==> src/rtl/rbs_cfg.svh <==
/*
 * constants for the reset and boot selection block: boot address, pulse
 * lengths, option bit positions and reset values.
 * assumes a single 50 MHz system clock and one include per compile unit.
 */
//
// Behaviour
// - fetch always starts at address zero
// - option bit one set maps flash, clear rom
// - unprogrammed option bit boots from rom
// - erase pin clears option bit one
// - two option bits, set and clear commands
// - test pin and port lines low enter programming
// - record last reset cause for software
// - drive shaped reset pin, button gives user reset
// - power-on undervoltage resets whole chip
// - core brownout asserts core reset
// - brownout enabled at reset, software may disable
// - supply monitor off at reset, 16 thresholds
// - configuration kept across core resets
// - supply logic on slow clock, own reset; here it runs on clk and is reset by rst
// - shared pins reset to system function
`ifndef RBS_CFG_SVH
`define RBS_CFG_SVH

// ------------------------------------------------------------
// boot addressing
// ------------------------------------------------------------
`define RBS_BOOT_ADDR      32'h0000_0000
`define RBS_OPT_SECURITY   0
`define RBS_OPT_BOOT       1
`define RBS_OPT_RESET      2'h0

// ------------------------------------------------------------
// reset shaping, in microseconds and derived cycles at 50 MHz
// ------------------------------------------------------------
`define RBS_CLK_MHZ        50
`define RBS_PIN_PULSE_US   60
`define RBS_PIN_PULSE_CYC  (`RBS_PIN_PULSE_US * `RBS_CLK_MHZ)
`define RBS_CNT_W          12

// ------------------------------------------------------------
// supply monitor
// ------------------------------------------------------------
`define RBS_THR_W          4
`define RBS_THR_RESET      4'h0

`endif

==> src/rtl/rbs_pkg.sv <==
/*
 * types for the reset and boot selection block.
 * assumes nothing beyond a SystemVerilog compile.
 */
package rbs_pkg;
	// cause of the most recent reset
	typedef enum logic [2:0] {
		RBS_CAUSE_GENERAL  = 3'h0,
		RBS_CAUSE_WAKEUP   = 3'h1,
		RBS_CAUSE_WATCHDOG = 3'h2,
		RBS_CAUSE_SOFTWARE = 3'h3,
		RBS_CAUSE_USER     = 3'h4
	} rbs_cause_t;
	// reset sequencer states
	typedef enum logic [1:0] {
		RBS_IDLE,
		RBS_PULSE,
		RBS_RELEASE
	} rbs_state_t;
endpackage : rbs_pkg

==> src/rtl/rbs_reset_boot.sv <==
/*
 * reset and boot selection: gathers reset requests, stretches them into a
 * shaped reset pulse on the external reset pin, records the cause, holds
 * the option bits and picks the boot memory, and decodes the programming
 * strap.
 * assumes all inputs are synchronous to clk; rst is the power-on reset
 * from the io supply monitor, asynchronous and active high. the supply
 * monitor settings are held in registers here, clocked by clk and reset by
 * rst, in place of the slow-clock domain of the supply controller.
 */
`timescale 1ns/100ps
`default_nettype none
`include "rbs_cfg.svh"

module rbs_reset_boot #(
	parameter int PULSE_CYC = `RBS_PIN_PULSE_CYC // shaped pulse length
) (
	input  wire logic               clk,
	input  wire logic               rst,
	input  wire logic               brownout_low,
	input  wire logic               brownout_disable_set,
	input  wire logic               brownout_enable_set,
	input  wire logic               software_reset_req,
	input  wire logic               watchdog_reset_req,
	input  wire logic               wakeup_reset_req,
	input  wire logic               external_reset_pin_in,
	output logic                    external_reset_pin_out,
	output logic                    external_reset_pin_oe,
	output logic                    core_reset,
	output rbs_pkg::rbs_cause_t     reset_cause,
	input  wire logic               opt_set_cmd,
	input  wire logic               opt_clear_cmd,
	input  wire logic               opt_index,
	input  wire logic               erase_pin,
	output logic [1:0]              nonvolatile_option_bits,
	output logic                    boot_from_flash,
	output logic [31:0]             boot_address,
	input  wire logic               test_select_pin,
	input  wire logic               port_a_line_zero,
	input  wire logic               port_a_line_one,
	output logic                    fast_programming_port,
	output logic                    brownout_enabled,
	input  wire logic               monitor_enable_set,
	input  wire logic               monitor_sample_set,
	input  wire logic [3:0]         monitor_threshold_in,
	input  wire logic               monitor_config_we,
	output logic                    monitor_enabled,
	output logic                    monitor_sampled,
	output logic [3:0]              monitor_threshold,
	input  wire logic               pins_to_gpio,
	output logic                    pins_system_function
);
	import rbs_pkg::*;

	// ------------------------------------------------------------
	// reset sequencer state
	// ------------------------------------------------------------
	rbs_state_t             state;      // sequencer state
	rbs_state_t             next_state;
	logic [`RBS_CNT_W-1:0]  cnt;        // pulse length counter
	logic [`RBS_CNT_W-1:0]  next_cnt;
	rbs_cause_t             next_cause;
	logic                   req_any;    // any internal request

	// pin sampled low while not driven by us means a push-button
	logic user_req;
	assign user_req = !external_reset_pin_in && !external_reset_pin_oe;
	assign req_any  = software_reset_req || watchdog_reset_req ||
	                  wakeup_reset_req;

	// next state; requests during a pulse are ignored so the first cause
	// recorded is the one that started the pulse
	always_comb begin
		next_state = state;
		next_cnt   = cnt;
		next_cause = reset_cause;
		case (state)
			RBS_IDLE: begin
				if (req_any || user_req) begin
					next_state = RBS_PULSE;
					next_cnt   = '0;
					// priority: watchdog, software, wakeup, user
					if (watchdog_reset_req)
						next_cause = RBS_CAUSE_WATCHDOG;
					else if (software_reset_req)
						next_cause = RBS_CAUSE_SOFTWARE;
					else if (wakeup_reset_req)
						next_cause = RBS_CAUSE_WAKEUP;
					else
						next_cause = RBS_CAUSE_USER;
				end
			end
			RBS_PULSE: begin
				// stretch to a fixed length for external devices
				if (cnt == PULSE_CYC[`RBS_CNT_W-1:0] - 1'b1)
					next_state = RBS_RELEASE;
				else
					next_cnt = cnt + 1'b1;
			end
			RBS_RELEASE: begin
				// wait for the pin to rise so our own pulse is not seen
				// as a button press
				if (external_reset_pin_in)
					next_state = RBS_IDLE;
			end
			default: next_state = RBS_IDLE;
		endcase
	end

	// cause register is kept until a new event overwrites it
	always_ff @(posedge clk or posedge rst) begin
		if (rst) begin
			state       <= RBS_IDLE;
			cnt         <= '0;
			reset_cause <= RBS_CAUSE_GENERAL;
		end else begin
			state       <= next_state;
			cnt         <= next_cnt;
			reset_cause <= next_cause;
		end
	end

	// drive the pin low only during the shaped pulse; release is open drain
	assign external_reset_pin_out = 1'b0;
	assign external_reset_pin_oe  = (state == RBS_PULSE);

	// ------------------------------------------------------------
	// pulse length watch, read only by the checks below
	// ------------------------------------------------------------
	// measuring the pin drive apart from cnt keeps a counter fault from
	// hiding behind the sequencer's own arithmetic
	localparam logic [`RBS_CNT_W-1:0] PULSE_LEN = PULSE_CYC[`RBS_CNT_W-1:0];
	logic [`RBS_CNT_W-1:0]  oe_run;      // cycles the pin has been driven
	logic [`RBS_CNT_W-1:0]  next_oe_run;
	// saturate rather than wrap, so a stuck drive stays visible
	always_comb begin
		if (!external_reset_pin_oe)
			next_oe_run = '0;
		else if (&oe_run)
			next_oe_run = oe_run;
		else
			next_oe_run = oe_run + 1'b1;
	end
	// register the run length
	always_ff @(posedge clk or posedge rst) begin
		if (rst)
			oe_run <= '0;
		else
			oe_run <= next_oe_run;
	end

	// ------------------------------------------------------------
	// brownout and core reset
	// ------------------------------------------------------------
	logic next_bod_en;
	always_comb begin
		next_bod_en = brownout_enabled;
		if (brownout_disable_set)
			next_bod_en = 1'b0;
		else if (brownout_enable_set)
			next_bod_en = 1'b1;
	end
	// the power-on reset sets this, the core reset does not
	always_ff @(posedge clk or posedge rst) begin
		if (rst)
			brownout_enabled <= 1'b1;
		else
			brownout_enabled <= next_bod_en;
	end

	// core reset: power-on, brownout, or the shaped pulse and its release wait; a disabled detector
	// is a software choice meant for sleep modes
	assign core_reset = rst || (brownout_low && brownout_enabled) ||
	                    (state != RBS_IDLE);

	// ------------------------------------------------------------
	// option bits and boot mapping
	// ------------------------------------------------------------
	logic [1:0] next_opt;
	always_comb begin
		next_opt = nonvolatile_option_bits;
		if (opt_set_cmd)
			next_opt[opt_index] = 1'b1;
		else if (opt_clear_cmd)
			next_opt[opt_index] = 1'b0;
		// erase wins over a set arriving together
		if (erase_pin)
			next_opt[`RBS_OPT_BOOT] = 1'b0;
	end
	// models the non-volatile cell: only the power-on reset loads the
	// unprogrammed value, core resets leave it alone
	always_ff @(posedge clk or posedge rst) begin
		if (rst)
			nonvolatile_option_bits <= `RBS_OPT_RESET;
		else
			nonvolatile_option_bits <= next_opt;
	end

	assign boot_from_flash = nonvolatile_option_bits[`RBS_OPT_BOOT];
	assign boot_address    = `RBS_BOOT_ADDR;

	// ------------------------------------------------------------
	// programming strap
	// ------------------------------------------------------------
	assign fast_programming_port = !test_select_pin &&
	                               !port_a_line_zero && !port_a_line_one;

	// ------------------------------------------------------------
	// supply monitor settings and shared pin function
	// ------------------------------------------------------------
	logic       next_mon_en;
	logic       next_mon_smp;
	logic [3:0] next_mon_thr;
	logic       next_pin_sys;
	always_comb begin
		next_mon_en  = monitor_enabled;
		next_mon_smp = monitor_sampled;
		next_mon_thr = monitor_threshold;
		next_pin_sys = pins_system_function;
		if (monitor_config_we) begin
			next_mon_en  = monitor_enable_set;
			next_mon_smp = monitor_sample_set;
			next_mon_thr = monitor_threshold_in;
		end
		if (pins_to_gpio)
			next_pin_sys = 1'b0;
	end
	// supply controller owns its reset, tied here to the power-on reset
	always_ff @(posedge clk or posedge rst) begin
		if (rst) begin
			monitor_enabled      <= 1'b0;
			monitor_sampled      <= 1'b0;
			monitor_threshold    <= `RBS_THR_RESET;
			pins_system_function <= 1'b1;
		end else begin
			monitor_enabled      <= next_mon_en;
			monitor_sampled      <= next_mon_smp;
			monitor_threshold    <= next_mon_thr;
			pins_system_function <= next_pin_sys;
		end
	end

	// ------------------------------------------------------------
	// checks
	// ------------------------------------------------------------
	// all checks are gated by the power-on reset; the pulse length ones
	// lean on oe_run, so they also catch a pulse cut short or stretched
	a_pulse_drives_pin: assert property (@(posedge clk) disable iff (rst)
		(state == RBS_IDLE && software_reset_req) |=>
		external_reset_pin_oe [*8])
		else $error("reset pin not driven after request");
	a_pulse_length: assert property (@(posedge clk) disable iff (rst)
		$fell(external_reset_pin_oe) |-> oe_run == PULSE_LEN)
		else $error("reset pulse length wrong");
	a_pulse_bounded: assert property (@(posedge clk) disable iff (rst)
		oe_run <= PULSE_LEN)
		else $error("reset pulse too long");
	a_release_idle: assert property (@(posedge clk) disable iff (rst)
		(state == RBS_RELEASE && external_reset_pin_in) |=>
		state == RBS_IDLE)
		else $error("sequencer stuck after release");
	a_user_cause: assert property (@(posedge clk) disable iff (rst)
		(state == RBS_IDLE && user_req && !req_any) |=>
		reset_cause == RBS_CAUSE_USER)
		else $error("user reset cause not recorded");
	a_wdt_cause: assert property (@(posedge clk) disable iff (rst)
		(state == RBS_IDLE && watchdog_reset_req) |=>
		reset_cause == RBS_CAUSE_WATCHDOG)
		else $error("watchdog cause not recorded");
	a_cause_stable: assert property (@(posedge clk) disable iff (rst)
		(state != RBS_IDLE) |=> $stable(reset_cause))
		else $error("cause changed during pulse");
	a_erase_clears: assert property (@(posedge clk) disable iff (rst)
		erase_pin |=> !boot_from_flash)
		else $error("erase did not select rom");
	a_set_flash: assert property (@(posedge clk) disable iff (rst)
		(opt_set_cmd && opt_index && !erase_pin) |=> boot_from_flash)
		else $error("set command did not select flash");
	a_opt_clear: assert property (@(posedge clk) disable iff (rst)
		(opt_clear_cmd && !opt_set_cmd && !opt_index) |=>
		!nonvolatile_option_bits[`RBS_OPT_SECURITY])
		else $error("clear command did not clear bit");
	a_bod_reset: assert property (@(posedge clk) disable iff (rst)
		(brownout_low && brownout_enabled) |-> core_reset)
		else $error("brownout did not reset core");
	a_bod_disable: assert property (@(posedge clk) disable iff (rst)
		brownout_disable_set |=> !brownout_enabled)
		else $error("brownout not disabled");
	a_mon_load: assert property (@(posedge clk) disable iff (rst)
		monitor_config_we |=>
		monitor_threshold == $past(monitor_threshold_in))
		else $error("monitor threshold not loaded");
	a_strap_enter: assert property (@(posedge clk) disable iff (rst)
		(!test_select_pin && !port_a_line_zero && !port_a_line_one) |->
		fast_programming_port)
		else $error("programming strap not decoded");
	a_pins_gpio: assert property (@(posedge clk) disable iff (rst)
		pins_to_gpio |=> !pins_system_function)
		else $error("pins did not switch to gpio");

	// main scenarios the bench is expected to reach
	c_user_reset: cover property (@(posedge clk) disable iff (rst)
		state == RBS_IDLE && user_req ##1 state == RBS_PULSE);
	c_pulse_done: cover property (@(posedge clk) disable iff (rst)
		state == RBS_PULSE ##1 state == RBS_RELEASE);
	c_boot_flash: cover property (@(posedge clk) disable iff (rst)
		boot_from_flash ##1 erase_pin ##1 !boot_from_flash);
	c_wdt_reset: cover property (@(posedge clk) disable iff (rst)
		state == RBS_IDLE && watchdog_reset_req ##1
		reset_cause == RBS_CAUSE_WATCHDOG);
	c_strap_entry: cover property (@(posedge clk) disable iff (rst)
		fast_programming_port);

endmodule // rbs_reset_boot

`default_nettype wire
==> config.mk <==
export PLATFORM = sky130hd
export DESIGN_NAME = rbs_reset_boot
export DESIGN_NICKNAME = d
export VERILOG_FILES = /design/src/rtl/rbs_pkg.sv /design/src/rtl/rbs_reset_boot.sv
export VERILOG_INCLUDE_DIRS = /design/src /design/src/rtl
export SDC_FILE = /design/constraint.sdc
export NUM_CORES = 1
export LEC_CHECK = 0
export BUFFER_PORTS_ARGS = -buffer_cell sky130_fd_sc_hd__buf_2
export CAP_MARGIN = 20
export CORE_ASPECT_RATIO = 1.25
export CORE_UTILIZATION = 38
export DETAILED_ROUTE_END_ITERATION = 16
export PLACE_DENSITY = 0.67
export SETUP_SLACK_MARGIN = 0.2
export SYNTH_ARGS = -nofsm -noshare
export SYNTH_HDL_FRONTEND = slang
export SYNTH_SLANG_ARGS = --single-unit
==> constraint.sdc <==
create_clock -name clk -period 3.2 [get_ports clk]
set_input_delay 0.32 -clock clk [delete_from_list [all_inputs] [get_ports clk]]
set_output_delay 0.32 -clock clk [all_outputs]
set_load 0.03 [all_outputs]
==> impl_metrics.ini <==
[outcome]
outcome = complete, no violations

[floorplanning]
die_h_um = 73.8
floorplan.initialDensity_pct = 40.4
die-area_um2 = 4390
rows = 25
die_w_um = 59.5
core_area_um2 = 3880
ios = 74

[clock_tree]
clockRootBuffer = clkbuf_8
clk_pin_slew_ns = 0.09
cts_hold_buf = 0
insertion_delay_ns = 0.28
clock-sinks = 27
htree_levels = 1
ctsResizeCount = 0
cts_tree = built
clockBufferDepth = 2
numCtsBuffers = 3
cts_setup_buffers = 0

[final_layout]
nets = 226
fillerInstances = 381
drive_gt1_share_pct = 30.5
multiInputGateArea_um2 = 709
synthToLayoutAreaGrowth_pct = 10.7
seq_area_um2 = 678
layout_commonest_cell = buf_2
layout_common_cells = buf_2 (40), conb_1 (33), dfrtp_1 (25)
diodes = 0

[setup_path]
cp_slowest_cell = nor4_4
required_ns = 3.41
critPathKind = reg -> reg
path_cells = ha_1, nand4_2, nor4_4, nor2_2, a31oi_1
arrival_ns = 2.05
crit_fanout = 8
rr_worst_depth = 5
max_stage_delay_ns = 0.53
cp-end-kind = flop
startpoint_type = flop

[timing]
rsz0062_at_grt = no
finalCriticalPeriod_ns = 1.84
period_share_pct = 57.5
report.final.hold_viol_count = 0
fin_worst_skew_ns = 0.00244
setup_violations = 0
slew_violations = 0
max_freq_mhz = 544
worst_hold_slack_ns = 0.0772
setup_tns_ns = 0

[yosys]
ys_async_sr_fraction_pct = 100
synth.distinct_cells = 41
synth-main-ff-cell = dfrtp_1
ys_seq_area_share_pct = 43.3
avgSynthCellArea_um2 = 9.68
synth_edf_count = 0
yosys_warnings = 0
synthCells = 162
synth_seq_cells = 27
synth_area_um2 = 1570

[global_routing]
gr-total-overflow = 0
grt_start_max_net_pins = 29
grt_pass1_vias = 1055
grt_pass1_wl_mm = 4.60
track_usage_pct = 14.1
antenna_found_initial = 0

[drt]
drc_errors = 0
vias = 1209
via_per_inst = 4.76
routed_wl_mm = 2.66
ant_nets = 0
dr.pass1.iters = 4
wl_per_cell_um = 10.5
first_iter_violations = 26

[place]
io_buffers = 40
hpwl_mm = 1.98
gp_congestion = 0.863

[pwr]
power_density_nw_per_um2 = 648
power_leakage_uw = 0.000878
vdd_drop_max_v = 0.000294

[flow_run]
cap_violations = 0

[hold_path]
hp-class = in -> async
==> synthesized netlist by cell type (2+ instances only) <==
library cell / number / area share (%)
nand4_1: 2 / 0.80
clkbuf_1: 2 / 0.48
a21oi_1: 5 / 1.6
nand4_2: 2 / 1.6
dfrtp_1: 25 / 40
nor2_1: 11 / 2.6
o31ai_1: 4 / 1.9
buf_2: 3 / 0.96
dfstp_2: 2 / 3.4
mux2_2: 6 / 4.3
a21o_1: 2 / 0.96
nand3_1: 4 / 1.3
buf_4: 34 / 16
o21ai_0: 13 / 4.1
a31oi_1: 5 / 2.0
nand2_1: 9 / 2.2
inv_1: 6 / 1.4
a41oi_1: 2 / 1.1
nor3_1: 3 / 0.96
==> final timing paths <==
path,from,endpoint,slack [ns]
max,cnt[0]$_DFFE_PP0P_,cnt[6]$_DFFE_PP0P_,1.36
min,rst,reset_cause[0]$_DFFE_PP0P_,0.08
max reg2reg,cnt[0]$_DFFE_PP0P_,cnt[6]$_DFFE_PP0P_,1.36
min reg2reg,pins_system_function$_DFFE_PP1P_,pins_system_function$_DFFE_PP1P_,0.48
max in group asynchronous,rst,pins_system_function$_DFFE_PP1P_,2.83
min in group clk,pins_to_gpio,pins_system_function$_DFFE_PP1P_,0.14
==> routing by layer <==
layer / routed length, um / GRT usage, %
met1: 1090 / 16.2
met2: 1370 / 24.2
met3: 131 / 1.58
met4: 76 / 9.52
met5: 0 / 0
==> metrics by stage <==
step	std cells	utilization [%]	setup WS (ns)	instance area [um^2]	power (uW)
2_1_floorplan	194	-	1.56	1690	858
3_3_place_gp	250	43.5	1.44	1690	921
3_5_place_dp	250	43.5	1.40	1690	930
4_1_cts	254	44.7	1.36	1740	1140
5_1_grt	254	44.7	1.19	1740	1220
6_report	254	44.7	1.36	1740	1120
==> sequential cells by signal, summed over array words and instances, names as in the netlist, named ones only <==
register	flops
cnt	12
reset_cause	3
pins_system_function	1
monitor_threshold	4
brownout_enabled	1
state	2
monitor_sampled	1
monitor_enabled	1
nonvolatile_option_bits	1
==> cells by family (layout without fill, tap and decap cells) <==
logic type,count (synthesis),in the layout,synth area share [%]
adder cells (fa/ha/maj),1,1,0.798
other,1,33,0.239
buffers and inverters,45,51,19.2
XOR/XNOR,1,1,0.559
multiplexers,6,6,4.31
flip-flops,27,27,43.3
AO/OA/AOI/OAI,39,39,15.9
AND/OR/NAND/NOR,42,42,15.8
==> critical path: cells and delay by family (launching register included) <==
kind / cells / cell delay (ns)
fa+ha+maj: 1 / 0.24
flops: 1 / 0.44
compound gates: 1 / 0.19
simple gates: 3 / 0.89
==> final cells by class <==
cell class | count | share of cell area (%)
clock buffer | 3 | 2.38
clock inverter | 1 | 0.505
sequential | 27 | 39.1
multi-input combinational | 122 | 40.9
inverter | 6 | 1.30
tap | 54 | 3.89
timing repair buffer | 41 | 12.0
==> report_power, final <==
group,internal (uW),switching (uW)
sequential,409,60.5
combinational,135,315
clock,91.6,113
Note: power is estimated with default switching activity, not from simulation.
